### config.mk
export PLATFORM = sky130hd
export DESIGN_NAME = lds_link_diag_status
export DESIGN_NICKNAME = d
export VERILOG_FILES = /design/src/logic/lds_pkg.sv /design/src/logic/lds_link_diag_status.sv
export SDC_FILE = /design/constraint.sdc
export NUM_CORES = 1
export LEC_CHECK = 0
export ABC_CLOCK_PERIOD_IN_PS = 2600
export BUFFER_PORTS_ARGS = -buffer_cell sky130_fd_sc_hd__buf_4
export CAP_MARGIN = 20
export CORE_ASPECT_RATIO = 1.75
export CORE_MARGIN = 2
export CORE_UTILIZATION = 50
export DETAILED_ROUTE_END_ITERATION = 10
export GPL_TIMING_DRIVEN = 0
export PLACE_DENSITY_LB_ADDON = 0.12
export SLEW_MARGIN = 20
export SYNTH_ARGS = -nofsm -noshare
export SYNTH_HDL_FRONTEND = slang
export SYNTH_SLANG_ARGS = --single-unit
### constraint.sdc
create_clock -name clk -period 2.6 [get_ports clk]
set_clock_uncertainty 0.2 [all_clocks]
set_input_delay 0.39 -clock clk [delete_from_list [all_inputs] [get_ports clk]]
set_output_delay 0.39 -clock clk [all_outputs]
set_load 0.01 [all_outputs]
### src/logic/lds_pkg.sv
/*
  Constants for the link diagnostic and status block.
  Assumes a single 100 MHz clock domain and one shared management port.
*/
package lds_pkg;
  // Management register offsets (per channel bank)
  localparam logic [4:0] REG_PASS_SEL  = 5'h00;
  localparam logic [4:0] REG_CONTROL   = 5'h01;
  localparam logic [4:0] REG_DEEMPH    = 5'h05;
  localparam logic [4:0] REG_TEST_CTL  = 5'h0A;
  localparam logic [4:0] REG_LOS_CTL   = 5'h0B;
  localparam logic [4:0] REG_LOS_STAT  = 5'h0C;
  localparam logic [4:0] REG_LANE_STAT = 5'h13;
  // Field positions
  localparam int PD_BIT      = 15;
  localparam int GEN_EN_BIT  = 12;
  localparam int CHK_EN_BIT  = 13;
  localparam int PRE_LSB     = 4;
  localparam int POST_LSB    = 8;
  localparam int PASS_CH_BIT = 4;
  // Loss-of-signal control bits
  localparam int LOS_EN_BIT  = 0;
  localparam int SYNC_EN_BIT = 1;
  localparam int PLL_EN_BIT  = 2;
  localparam int DEC_EN_BIT  = 3;
  localparam int AGC_EN_BIT  = 4;
  localparam int AZ_EN_BIT   = 5;
  localparam int EQ_EN_BIT   = 6;
  // Values after reset
  localparam logic [15:0] TEST_CTL_RST = 16'h0002;
  localparam logic [15:0] ZERO16       = 16'h0000;
  // Pattern select codes
  localparam logic [2:0] PAT_PRBS7  = 3'h0;
  localparam logic [2:0] PAT_PRBS23 = 3'h1;
  localparam logic [2:0] PAT_PRBS31 = 3'h2;
  localparam logic [2:0] PAT_HF     = 3'h3;
  localparam logic [2:0] PAT_LF     = 3'h4;
  localparam logic [2:0] PAT_MF     = 3'h5;
  localparam logic [2:0] PAT_CRP_L  = 3'h6;
  localparam logic [2:0] PAT_CRP_S  = 3'h7;
  // Repeating pattern words
  localparam logic [9:0]  LF_WORD    = 10'h3E0;
  localparam logic [9:0]  MF_WORD    = 10'h3D0;
  localparam logic [19:0] CRP_L_WORD = 20'hF_35A1;
  localparam logic [19:0] CRP_S_WORD = 20'h3_C96E;
  // Lane fill sequence words and lane-down threshold
  localparam logic [9:0] FILL_W0   = 10'h17C;
  localparam logic [9:0] FILL_W1   = 10'h283;
  localparam logic [2:0] FILL_DOWN = 3'h4;
  // History depth before a checker may flag errors
  localparam logic [4:0] WARM_CYC  = 5'h1F;
  // Lane monitor states
  typedef enum logic {LDS_LANE_UP, LDS_LANE_DOWN} lds_lane_e;
endpackage

### src/logic/lds_link_diag_status.sv
/*
  Diagnostic and status logic: lane fill monitors, fill stuffing, pattern
  generators/checkers with pass pin, power-down, loss-of-signal combining.
  Assumes serial bits are presented one per clock, and status inputs come
  from logic on the same clock; only the pins are synchronised.
*/
// Functional notes
// - Eight receive monitors report lane status
// - Disconnected transmit lanes carry repeating fill
// - Low-speed PRBS 7/23/31 generate and check
// - High-speed adds HF, LF, MF, CRPAT patterns
// - Test pin enables all generators and checkers
// - Effective enable is pin OR register bits
// - PRBS31 selected after reset
// - Pass pin high clean, low on error
// - Field selects channel, side, lane for pass
// - Power-down by low pin or register bit
// - Management port keeps answering in power-down
// - Serializer outputs disabled in power-down
// - Datapath latency fixed once established
// - Two-tap de-emphasis from pre/post fields
// - Loss output active high, enable reset cleared
// - Loss indications readable through registers
// - Optionally OR sync loss into loss output
// - Optionally OR PLL unlock into loss output
// - Optionally OR 8b/10b errors into loss
// - Optionally OR gain-not-locked into loss
// - Optionally OR autozero-not-done into loss
// - Equalizer enable bit; adaptation runs itself
`timescale 1ns/1ps
module lds_link_diag_status
  import lds_pkg::*;
(
  input  wire logic        clk,
  input  wire logic        nrst,
  input  wire logic        pattern_test_enable_pin,
  input  wire logic [1:0]  channel_powerdown_pin_n,
  input  wire logic        mgmt_chan,
  input  wire logic [4:0]  mgmt_addr,
  input  wire logic [15:0] mgmt_wdata,
  input  wire logic        mgmt_wr,
  input  wire logic        mgmt_rd,
  input  wire logic [79:0] rx_lane_word,
  input  wire logic        rx_word_valid,
  input  wire logic [79:0] tx_lane_word_in,
  input  wire logic [7:0]  tx_lane_present,
  input  wire logic        tx_word_valid,
  input  wire logic [1:0]  hs_rx_bit,
  input  wire logic [15:0] ls_rx_bit,
  input  wire logic [1:0]  sig_loss,
  input  wire logic [1:0]  sync_lost,
  input  wire logic [1:0]  pll_unlock,
  input  wire logic [1:0]  dec_error,
  input  wire logic [1:0]  adaptive_gain_locked,
  input  wire logic [1:0]  autozero_cal_done,
  output logic      [15:0] mgmt_rdata,
  output logic             mgmt_rvalid,
  output logic      [79:0] tx_lane_word_out,
  output logic      [1:0]  hs_tx_bit,
  output logic      [1:0]  hs_tx_oe,
  output logic      [1:0]  ls_tx_bit,
  output logic      [1:0]  ls_tx_oe,
  output logic             pattern_check_ok_pin,
  output logic             chan_a_signal_loss_out,
  output logic             chan_b_signal_loss_out,
  output logic      [7:0]  deemph_pre,
  output logic      [9:0]  deemph_post,
  output logic      [1:0]  rx_eq_enable
);

  // Next pattern bit from history; h[0] is the newest bit
  function automatic logic pat_next(input logic [30:0] h, input logic [2:0] sel);
    unique case (sel)
      PAT_PRBS7:  pat_next = h[6] ^ h[5];
      PAT_PRBS23: pat_next = h[22] ^ h[17];
      PAT_PRBS31: pat_next = h[30] ^ h[27];
      PAT_HF:     pat_next = h[1];
      PAT_LF,
      PAT_MF:     pat_next = h[9];
      PAT_CRP_L,
      PAT_CRP_S:  pat_next = h[19];
    endcase
  endfunction

  // Generator seed, phase-continuous for the repeating patterns
  function automatic logic [30:0] pat_seed(input logic [2:0] sel);
    unique case (sel)
      PAT_HF:    pat_seed = {LF_WORD[0], {3{10'h2AA}}};
      PAT_LF:    pat_seed = {LF_WORD[0], {3{LF_WORD}}};
      PAT_MF:    pat_seed = {MF_WORD[0], {3{MF_WORD}}};
      PAT_CRP_L: pat_seed = {CRP_L_WORD[10:0], CRP_L_WORD};
      PAT_CRP_S: pat_seed = {CRP_S_WORD[10:0], CRP_S_WORD};
      default:   pat_seed = {31{1'b1}};
    endcase
  endfunction

  // Low-speed side only knows the PRBS modes
  function automatic logic [2:0] ls_sel(input logic [2:0] sel);
    ls_sel = (sel > PAT_PRBS31) ? PAT_PRBS31 : sel;
  endfunction

  // Pin synchronisers: three stages, change accepted when last two agree
  logic [2:0] pin_sy_reg [3];
  logic [2:0] pin_sy_next [3];
  logic [2:0] pin_reg, pin_next;      // Filtered {pd_n[1], pd_n[0], test}

  // Per-channel management banks
  logic [15:0] pass_sel_reg [2], pass_sel_next [2];
  logic [15:0] ctrl_reg [2], ctrl_next [2];
  logic [15:0] deemph_reg [2], deemph_next [2];
  logic [15:0] test_reg [2], test_next [2];
  logic [15:0] losc_reg [2], losc_next [2];
  logic [15:0] rdata_reg, rdata_next;
  logic        rvalid_reg, rvalid_next;

  // Lane monitors
  lds_lane_e   lane_st_reg [8], lane_st_next [8];
  logic [2:0]  fill_cnt_reg [8], fill_cnt_next [8];
  logic [7:0]  lane_stat;

  // Fill stuffing
  logic [79:0] txw_reg, txw_next;
  logic        fill_ph_reg, fill_ph_next;

  // Pattern engines: index 0..1 high-speed, 2..3 low-speed generators
  logic [30:0] gen_reg [4], gen_next [4];
  logic [30:0] hchk_reg [2], hchk_next [2];
  logic [30:0] lchk_reg [16], lchk_next [16];
  logic [4:0]  warm_reg [2], warm_next [2];
  logic [17:0] err_reg, err_next;     // 0..15 low-speed lanes, 16..17 high-speed
  logic        pass_reg, pass_next;

  // Status and pin outputs
  logic [1:0]  los_reg, los_next, hbit_reg, hbit_next, lbit_reg, lbit_next;
  logic [1:0]  oe_reg, oe_next, eq_reg, eq_next;
  logic [7:0]  pre_reg, pre_next;
  logic [9:0]  post_reg, post_next;

  // Derived controls
  logic [1:0]  pd, test_en;
  logic [1:0]  los_raw;

  // Synchroniser and filter next values
  always_comb
  begin
    logic [2:0] raw;
    raw = {channel_powerdown_pin_n, pattern_test_enable_pin};
    pin_sy_next[0] = raw;
    pin_sy_next[1] = pin_sy_reg[0];
    pin_sy_next[2] = pin_sy_reg[1];
    pin_next = pin_reg;
    for (int i = 0; i < 3; i++)
    begin
      if (pin_sy_reg[1][i] == pin_sy_reg[2][i])
        pin_next[i] = pin_sy_reg[2][i];
    end
  end

  // Effective enables and power-down per channel
  always_comb
  begin
    for (int c = 0; c < 2; c++)
    begin
      pd[c] = ~pin_reg[c + 1] | ctrl_reg[c][PD_BIT];
      test_en[c] = pin_reg[0] | test_reg[c][GEN_EN_BIT] | test_reg[c][CHK_EN_BIT];
    end
  end

  // Management writes and reads; not gated by power-down
  always_comb
  begin
    for (int c = 0; c < 2; c++)
    begin
      pass_sel_next[c] = pass_sel_reg[c];
      ctrl_next[c] = ctrl_reg[c];
      deemph_next[c] = deemph_reg[c];
      test_next[c] = test_reg[c];
      losc_next[c] = losc_reg[c];
    end
    if (mgmt_wr)
    begin
      unique case (mgmt_addr)
        REG_PASS_SEL: pass_sel_next[mgmt_chan] = mgmt_wdata;
        REG_CONTROL:  ctrl_next[mgmt_chan] = mgmt_wdata;
        REG_DEEMPH:   deemph_next[mgmt_chan] = mgmt_wdata;
        REG_TEST_CTL: test_next[mgmt_chan] = mgmt_wdata;
        REG_LOS_CTL:  losc_next[mgmt_chan] = mgmt_wdata;
        default:      ;
      endcase
    end
    rvalid_next = mgmt_rd;
    rdata_next = ZERO16;
    if (mgmt_rd)
    begin
      unique case (mgmt_addr)
        REG_PASS_SEL:  rdata_next = pass_sel_reg[mgmt_chan];
        REG_CONTROL:   rdata_next = ctrl_reg[mgmt_chan];
        REG_DEEMPH:    rdata_next = deemph_reg[mgmt_chan];
        REG_TEST_CTL:  rdata_next = test_reg[mgmt_chan];
        REG_LOS_CTL:   rdata_next = losc_reg[mgmt_chan];
        // Raw conditions plus combined output
        REG_LOS_STAT:  rdata_next = {9'h000, los_reg[mgmt_chan], ~autozero_cal_done[mgmt_chan],
                                     ~adaptive_gain_locked[mgmt_chan], dec_error[mgmt_chan],
                                     pll_unlock[mgmt_chan], sync_lost[mgmt_chan],
                                     sig_loss[mgmt_chan]};
        REG_LANE_STAT: rdata_next = {8'h00, lane_stat};
        default:       rdata_next = ZERO16;
      endcase
    end
  end

  // Lane fill monitors: FILL_DOWN fill words in a row mark a lane down
  always_comb
  begin
    logic [9:0] w;
    w = 10'h000;
    for (int l = 0; l < 8; l++)
    begin
      lane_st_next[l] = lane_st_reg[l];
      fill_cnt_next[l] = fill_cnt_reg[l];
      w = rx_lane_word[l*10 +: 10];
      if (rx_word_valid)
      begin
        if (w != FILL_W0 && w != FILL_W1)
        begin
          fill_cnt_next[l] = 3'h0;
          lane_st_next[l] = LDS_LANE_UP;
        end
        else if (fill_cnt_reg[l] == FILL_DOWN - 3'h1)
          lane_st_next[l] = LDS_LANE_DOWN;
        else
          fill_cnt_next[l] = fill_cnt_reg[l] + 3'h1;
      end
      lane_stat[l] = (lane_st_reg[l] == LDS_LANE_UP);
    end
  end

  // Transmit stuffing: absent lanes carry alternating fill words
  always_comb
  begin
    txw_next = txw_reg;
    fill_ph_next = fill_ph_reg;
    if (tx_word_valid)
    begin
      fill_ph_next = ~fill_ph_reg;
      for (int l = 0; l < 8; l++)
        txw_next[l*10 +: 10] = tx_lane_present[l] ? tx_lane_word_in[l*10 +: 10]
                               : (fill_ph_reg ? FILL_W1 : FILL_W0);
    end
  end

  // Pattern generators and checkers
  always_comb
  begin
    logic [2:0] hs, ls;
    logic       exp_b;
    hs = PAT_PRBS31;
    ls = PAT_PRBS31;
    exp_b = 1'b0;
    err_next = err_reg;
    for (int c = 0; c < 2; c++)
    begin
      hs = test_reg[c][2:0];
      ls = ls_sel(test_reg[c][2:0]);
      warm_next[c] = warm_reg[c];
      if (!test_en[c])
      begin
        gen_next[c] = pat_seed(hs);
        gen_next[c + 2] = pat_seed(ls);
        warm_next[c] = 5'h00;
        err_next[16 + c] = 1'b0;
        for (int l = 0; l < 8; l++)
          err_next[c*8 + l] = 1'b0;
      end
      else
      begin
        gen_next[c] = {gen_reg[c][29:0], pat_next(gen_reg[c], hs)};
        gen_next[c + 2] = {gen_reg[c + 2][29:0], pat_next(gen_reg[c + 2], ls)};
        if (warm_reg[c] != WARM_CYC)
          warm_next[c] = warm_reg[c] + 5'h01;
      end
      // Self-synchronising checks: history predicts the next bit
      hchk_next[c] = {hchk_reg[c][29:0], hs_rx_bit[c]};
      exp_b = pat_next(hchk_reg[c], hs);
      if (test_en[c] && warm_reg[c] == WARM_CYC && exp_b != hs_rx_bit[c])
        err_next[16 + c] = 1'b1;
      for (int l = 0; l < 8; l++)
      begin
        lchk_next[c*8 + l] = {lchk_reg[c*8 + l][29:0], ls_rx_bit[c*8 + l]};
        exp_b = pat_next(lchk_reg[c*8 + l], ls);
        if (test_en[c] && warm_reg[c] == WARM_CYC && exp_b != ls_rx_bit[c*8 + l])
          err_next[c*8 + l] = 1'b1;
      end
    end
  end

  // Pass pin routing and pin-side outputs
  always_comb
  begin
    logic       ch;
    logic [3:0] f;
    ch = pass_sel_reg[0][PASS_CH_BIT];
    f = pass_sel_reg[0][3:0];
    if (!test_en[ch])
      pass_next = 1'b1;
    else if (f[3])
      pass_next = ~err_reg[16 + ch];
    else
      pass_next = ~err_reg[{ch, f[2:0]}];
    for (int c = 0; c < 2; c++)
    begin
      // Optional conditions, all cleared after reset
      los_raw[c] = sig_loss[c]
                 | (losc_reg[c][SYNC_EN_BIT] & sync_lost[c])
                 | (losc_reg[c][PLL_EN_BIT] & pll_unlock[c])
                 | (losc_reg[c][DEC_EN_BIT] & dec_error[c])
                 | (losc_reg[c][AGC_EN_BIT] & ~adaptive_gain_locked[c])
                 | (losc_reg[c][AZ_EN_BIT] & ~autozero_cal_done[c]);
      los_next[c] = losc_reg[c][LOS_EN_BIT] & los_raw[c];
      oe_next[c] = ~pd[c];
      hbit_next[c] = gen_reg[c][0];
      lbit_next[c] = gen_reg[c + 2][0];
      eq_next[c] = losc_reg[c][EQ_EN_BIT];
      pre_next[c*4 +: 4] = deemph_reg[c][PRE_LSB +: 4];
      post_next[c*5 +: 5] = deemph_reg[c][POST_LSB +: 5];
    end
  end

  // State registers; fixed pipeline depth keeps latency constant
  always_ff @(posedge clk or negedge nrst)
  begin
    if (!nrst)
    begin
      for (int i = 0; i < 3; i++)
        pin_sy_reg[i] <= 3'h0;
      pin_reg <= 3'h0;
      for (int c = 0; c < 2; c++)
      begin
        pass_sel_reg[c] <= ZERO16;
        ctrl_reg[c] <= ZERO16;
        deemph_reg[c] <= ZERO16;
        test_reg[c] <= TEST_CTL_RST;
        losc_reg[c] <= ZERO16;
        warm_reg[c] <= 5'h00;
        hchk_reg[c] <= 31'h0000_0000;
      end
      for (int g = 0; g < 4; g++)
        gen_reg[g] <= {31{1'b1}};
      for (int l = 0; l < 16; l++)
        lchk_reg[l] <= 31'h0000_0000;
      for (int l = 0; l < 8; l++)
      begin
        lane_st_reg[l] <= LDS_LANE_UP;
        fill_cnt_reg[l] <= 3'h0;
      end
      rdata_reg <= ZERO16;
      rvalid_reg <= 1'b0;
      txw_reg <= 80'h0;
      fill_ph_reg <= 1'b0;
      err_reg <= 18'h0_0000;
      pass_reg <= 1'b1;
      los_reg <= 2'h0;
      oe_reg <= 2'h0;
      hbit_reg <= 2'h0;
      lbit_reg <= 2'h0;
      eq_reg <= 2'h0;
      pre_reg <= 8'h00;
      post_reg <= 10'h000;
    end
    else
    begin
      pin_sy_reg <= pin_sy_next;
      pin_reg <= pin_next;
      pass_sel_reg <= pass_sel_next;
      ctrl_reg <= ctrl_next;
      deemph_reg <= deemph_next;
      test_reg <= test_next;
      losc_reg <= losc_next;
      warm_reg <= warm_next;
      hchk_reg <= hchk_next;
      gen_reg <= gen_next;
      lchk_reg <= lchk_next;
      lane_st_reg <= lane_st_next;
      fill_cnt_reg <= fill_cnt_next;
      rdata_reg <= rdata_next;
      rvalid_reg <= rvalid_next;
      txw_reg <= txw_next;
      fill_ph_reg <= fill_ph_next;
      err_reg <= err_next;
      pass_reg <= pass_next;
      los_reg <= los_next;
      oe_reg <= oe_next;
      hbit_reg <= hbit_next;
      lbit_reg <= lbit_next;
      eq_reg <= eq_next;
      pre_reg <= pre_next;
      post_reg <= post_next;
    end
  end

  // Outputs straight from flops
  assign mgmt_rdata = rdata_reg;
  assign mgmt_rvalid = rvalid_reg;
  assign tx_lane_word_out = txw_reg;
  assign hs_tx_bit = hbit_reg;
  assign hs_tx_oe = oe_reg;
  assign ls_tx_bit = lbit_reg;
  assign ls_tx_oe = oe_reg;
  assign pattern_check_ok_pin = pass_reg;
  assign chan_a_signal_loss_out = los_reg[0];
  assign chan_b_signal_loss_out = los_reg[1];
  assign deemph_pre = pre_reg;
  assign deemph_post = post_reg;
  assign rx_eq_enable = eq_reg;

endmodule

# == After elaboration in Yosys (flattened, before gate mapping) ==
# Index checks and enable logic that the tools add are counted.
# totals
regBits,1041
latchBits,0
ramBits,0
rom_bits,0
in_bits,229
output_inout_bits,128
elab_cells,548
mem_count,0
# op_classes
addsub,11
mul,0
n_div,0
magnitude_cmp,8
eq_ne,111
shifts,0
muxes,145
bitwise_logic,116
n_reduce_logical,71
# ops
operator,n
$pmux W31 S5,4
$mux W16,17
$bwmux W32,5
$pmux W1 S6,22
$mux W31,4
$pmux W16 S7,1
$mux W10,9
$ne A10 B10 Y1 const B,8
$ne A10 B9 Y1 const B,8
$xor A1 B1 Y1,66
$mux W1,56
$mux W3,18
$eq A3 B2 Y1 const B,16
$eq A3 B3 Y1 const B,16
$reduce_and A2 Y1,21
$ne A2 B1 Y1 const B,20
$logic_and A1 B1 Y1,29
$add A3 B1 Y3 const B,8
$not A1 Y1,21
$mux W5,4
$ne A1 B1 Y1,18
$demux W16 S1,1
$mux W8,2
$ne A2 B2 Y1 const B,8
24 further kinds,80

# == Logic depth before layout (Yosys ltp) ==
# logic_depth
depth_word,8
ltp_mapped,8
depth_no_buf,7

# == Worst setup path before layout ==
# Ideal clock, no wire load.
# synth_path
path_type,input -> register
from,input port mgmt_addr[4]
to,register deemph_reg[10] (netlist name)
setup_time_ps,128
t_arrival_ps,1739
required_time_ps,2272
path_slack_ps,533
stages,7
path_buffers,3
cell_sequence,buf_6 -> nand2b_4 -> or3_1 -> buf_4 -> nor2_8 -> buf_8 -> mux2_1
# synth_between
elab_chain_cells,2
# synth_lines
element,line,source
"start, declared",lds_link_diag_status.sv:39,"input wire logic [4:0] mgmt_addr,"
$eq A5 B3 Y1,lds_link_diag_status.sv:182,unique case (mgmt_addr)
$reduce_and A2 Y1 (no source line),n/a,
"end signal, assigned",lds_link_diag_status.sv:376,deemph_reg <= deemph_next;
"end, declared",lds_link_diag_status.sv:110,"logic [15:0] deemph_reg [2], deemph_next [2];"
# No other way between the ends.
# A chain may end at the register's enable or synchronous reset.

# == Worst setup path after layout ==
# layout_path
from,register pin_reg[0]
to,register pass_reg (netlist: pattern_check_ok_pin)
# layout_between
elab_chain_cells,5
elab_cells_between_ends,7
classes_between,3 x mux; 4 x bitwise
# layout_lines
element,line,source
"start, declared",lds_link_diag_status.sv:105,"logic [2:0] pin_reg, pin_next;"
"start signal, assigned",lds_link_diag_status.sv:373,pin_reg <= pin_next;
$or A1 B1 Y1 (2 in a row),lds_link_diag_status.sv:165,test_en[c] = pin_reg[0] | test_reg[c][GEN_EN_BIT] | test_reg[c][CHK_EN_BIT];
$mux W1 (not written as such) (*) (2 in a row),lds_link_diag_status.sv:304,if (!test_en[ch])
$mux W1 (*),lds_link_diag_status.sv:304,
named net pass_next,lds_link_diag_status.sv:131,"logic pass_reg, pass_next;"
"end signal, assigned",lds_link_diag_status.sv:390,pass_reg <= pass_next;
"end, declared",lds_link_diag_status.sv:131,
# The timed path passes the listed nets; every way through them passes the cells marked *. The select of a mux whose other input is x is not followed.

==> flow_metrics.py <==
metrics = {
    "status": {
        "status": "finished clean",
    },
    "job": {
        "drv_cap": 0,
    },
    "grt": {
        "grt_pass1_wl_mm": 137,
        "antenna_found_initial": 14,
        "grt_pass1_vias": 23495,
        "grt_max_degree": 172,
        "grt_use_total": 0.247,
        "grt_remaining_overflow": 0,
    },
    "hold_path": {
        "hold_path_depth": 2,
        "hold_end": "deemph_reg[10]",
        "min_path_type": "input port to register",
        "hold_start": "mgmt_wdata[10]",
    },
    "cells_and_area": {
        "n_fill_cell": 5321,
        "fin_util": 0.627,
        "final_area_mm2": 0.0444,
        "largest_reg_flops": 480,
        "area_delta_synth_final_pct": 24.1,
        "nNetsFinal": 3253,
        "layout-drive-gt1-share": 0.269,
    },
    "floorplan": {
        "dieArea_mm2": 0.0737,
        "initial_core_util": 0.506,
        "ios": 357,
        "rows": 129,
        "dieHeight_um": 358,
        "core-area_mm2": 0.0707,
        "die_w_um": 206,
    },
    "worst_setup_path": {
        "path_max_fanout": 10,
        "worstRegToRegCells": 4,
        "required_ns": 2.92,
        "worst-endpoint-arrival_ns": 2.72,
        "reg2reg_setup_slack_ns": 0.20,
        "r2r_end": "pattern_check_ok_pin",
        "end_kind": "register",
        "cp-start-kind": "register",
        "path_class": "register to register",
        "worstReg2RegStart": "pin_reg[0]",
    },
    "synthesis": {
        "synth.yosys.warnings": 0,
        "avgSynthCellArea_um2": 14.8,
        "yosysMostFrequentCell": "dfrtp_1",
        "yosysUniqueCellTypes": 69,
        "synth_top_cell_area_share": 0.640,
        "yosys-top-cells-area": "dfrtp_1, dfstp_2, mux2_2",
        "synth_flop_cell": "dfrtp_1",
        "yosysTopAreaCell": "dfrtp_1",
        "synthArstFlopShare": 1.00,
        "synth_common_cells": "dfrtp_1, a21oi_1, nor2_1",
        "seq_area_frac_synth": 0.733,
        "synthesis.nets": 2670,
        "synth_edf_count": 0,
        "synthesis.area_mm2": 0.0358,
        "syn_inst": 2421,
        "synth_seq_cells": 1041,
    },
    "clocking": {
        "postCtsSetupBuffers": 0,
        "clk_pin_slew_worst_paths_ns": 0.06,
        "cts_root_buf": "clkbuf_16",
        "insertion_delay_ns": 0.67,
        "cts_buffer_depth": 3,
        "cts_buffers": 90,
        "cts_tree": "yes",
        "cts.sinks": 1041,
        "h-tree-depth": 3,
    },
    "timing": {
        "slew_headroom": 0.448,
        "drv_slew": 0,
        "tightestPinTransition_ns": 0.828,
        "rsz0062_at_grt": "no",
        "fin_crit_ns": 2.40,
        "fmax_mhz": 417,
        "fin_crit_sh": 0.923,
        "timing.final.hold_violations": 0,
        "finalSetupViolCount": 0,
    },
    "power_and_ir_drop": {
        "power.density_mw_per_mm2": 841,
        "ir_drop_mv": 0.680,
        "total_power_mw": 37.3,
        "power.leakage_nw": 20.0,
    },
    "placement": {
        "post-dp-hpwl_mm": 59.6,
        "portBuffers": 335,
        "gp_congestion": 0.910,
        "place_area_mm2": 0.0396,
    },
    "detailed_routing": {
        "viasPerCell": 5.36,
        "drt_iter0_markers": 1478,
        "detail-route-antenna-nets": 0,
        "routed_wl_mm": 89.3,
        "drc": 0,
        "wire_per_inst_um": 22.3,
        "dr.pass1.iters": 5,
        "dr_total_vias": 21447,
    },
}
routing by layer:
layer / vias to the layer above / routed length, um / share of wire / track usage
li1: 9485 / - / - / -
met1: 11091 / 35500 / 0.40 / 0.309
met2: 630 / 44700 / 0.50 / 0.411
met3: 229 / 4830 / 0.054 / 0.0538
met4: 12 / 4140 / 0.046 / 0.116
met5: - / 80 / 0.00090 / 0
cells by family (layout without fill, tap and decap cells):
family,after synthesis,after routing,share of synthesized area
buffers and inverters,157,814,0.0198
AO/OA/AOI/OAI,410,410,0.0701
XOR/XNOR,75,75,0.0184
AND/OR/NAND/NOR,461,461,0.0700
flip-flops,1041,1041,0.733
multiplexers,254,254,0.0808
adder cells (fa/ha/maj),23,23,0.00784
other,0,7,0
final cells by class:
cell class	count	area, um^2	share of cell area
plain buffers	124	586	0.0132
inverters	33	124	0.00279
repair buffers	491	4220	0.0951
diodes	7	17.5	0.000395
clock inverters	46	728	0.0164
flip-flops and latches	1041	26200	0.591
multi-input cells	1223	8840	0.199
clock buffers	120	2490	0.0560
well taps	917	1150	0.0259
report_power, final:
part / switching (mW) / internal, mW
combinational: 2.44 / 1.99
sequential: 0.778 / 17.8
clock: 6.10 / 8.23
total: 9.32 / 28.0
how the worst max path moves through the flow:
stage                            start                    to  slack [ns]  cells after the start
after floorplan           mgmt_addr[4]        deemph_reg[10]        0.53                      7
after global placement            nrst        deemph_post[1]      -10.35                      1
after detailed placement   test_reg[2]            err_reg[9]       -0.18                      6
after CTS                         nrst          test_reg[20]        0.07                      4
after global routing              nrst  tx_lane_word_out[58]        0.05                      4
final                       pin_reg[0]  pattern_check_ok_pin        0.20                      4
cells in the final DEF (no fill, tap or decap), types with 17 or more instances in the layout:
master | Yosys | layout
mux2_1 | 20 | 20
nor2_1 | 184 | 182
clkbuf_16 | 0 | 92
nand3b_1 | 17 | 17
o211ai_1 | 22 | 22
a22o_1 | 21 | 21
a21o_1 | 22 | 22
clkinv_2 | 0 | 17
buf_1 | 21 | 21
nor4bb_1 | 24 | 24
a21oi_1 | 218 | 218
mux2i_1 | 82 | 82
nand2b_1 | 67 | 67
nand2_1 | 58 | 58
dfstp_2 | 127 | 127
inv_1 | 33 | 33
nand4_1 | 19 | 19
ha_1 | 20 | 20
xor2_1 | 18 | 18
dfrtp_1 | 914 | 914
dlygate4sd3_1 | 0 | 149
mux2_4 | 20 | 20
xnor2_1 | 57 | 57
nor2b_1 | 18 | 18
o21ai_0 | 21 | 21
clkbuf_1 | 63 | 82
mux2_2 | 127 | 127
o22ai_1 | 27 | 27
buf_4 | 9 | 343
a221oi_1 | 17 | 17
buf_2 | 24 | 24
stage by stage:
stage	std cells	setup slack [ns]	hold WS [ns]	TNS (ns)
2_1_floorplan	2421	0.533	-0.106	0
3_3_place_gp	3673	-10.35	0.132	-
3_5_place_dp	3679	-0.185	0.135	-1.56
4_1_cts	3994	0.0652	0.00791	0
5_1_grt	4001	0.0512	0.0532	0
6_report	4002	0.199	0.0676	0
worst max-delay path, stage by stage (launching register included):
cell	delay [ns]
dfrtp_1	0.44
nor3_2	0.58
clkbuf_1	0.48
a21oi_1	0.11
o221ai_1	0.43
what timing repair did:
| action | in CTS | in global routing |
|---|---|---|
| gates cloned | 0 | 1 |
| endpoints found under the hold margin | 280 | 0 |
| gates resized for setup | 2 | 1 |
| hold buffers | 149 | 0 |
| setup endpoints to repair | 13 | 390 |
Power figures use the tool's default switching activity.
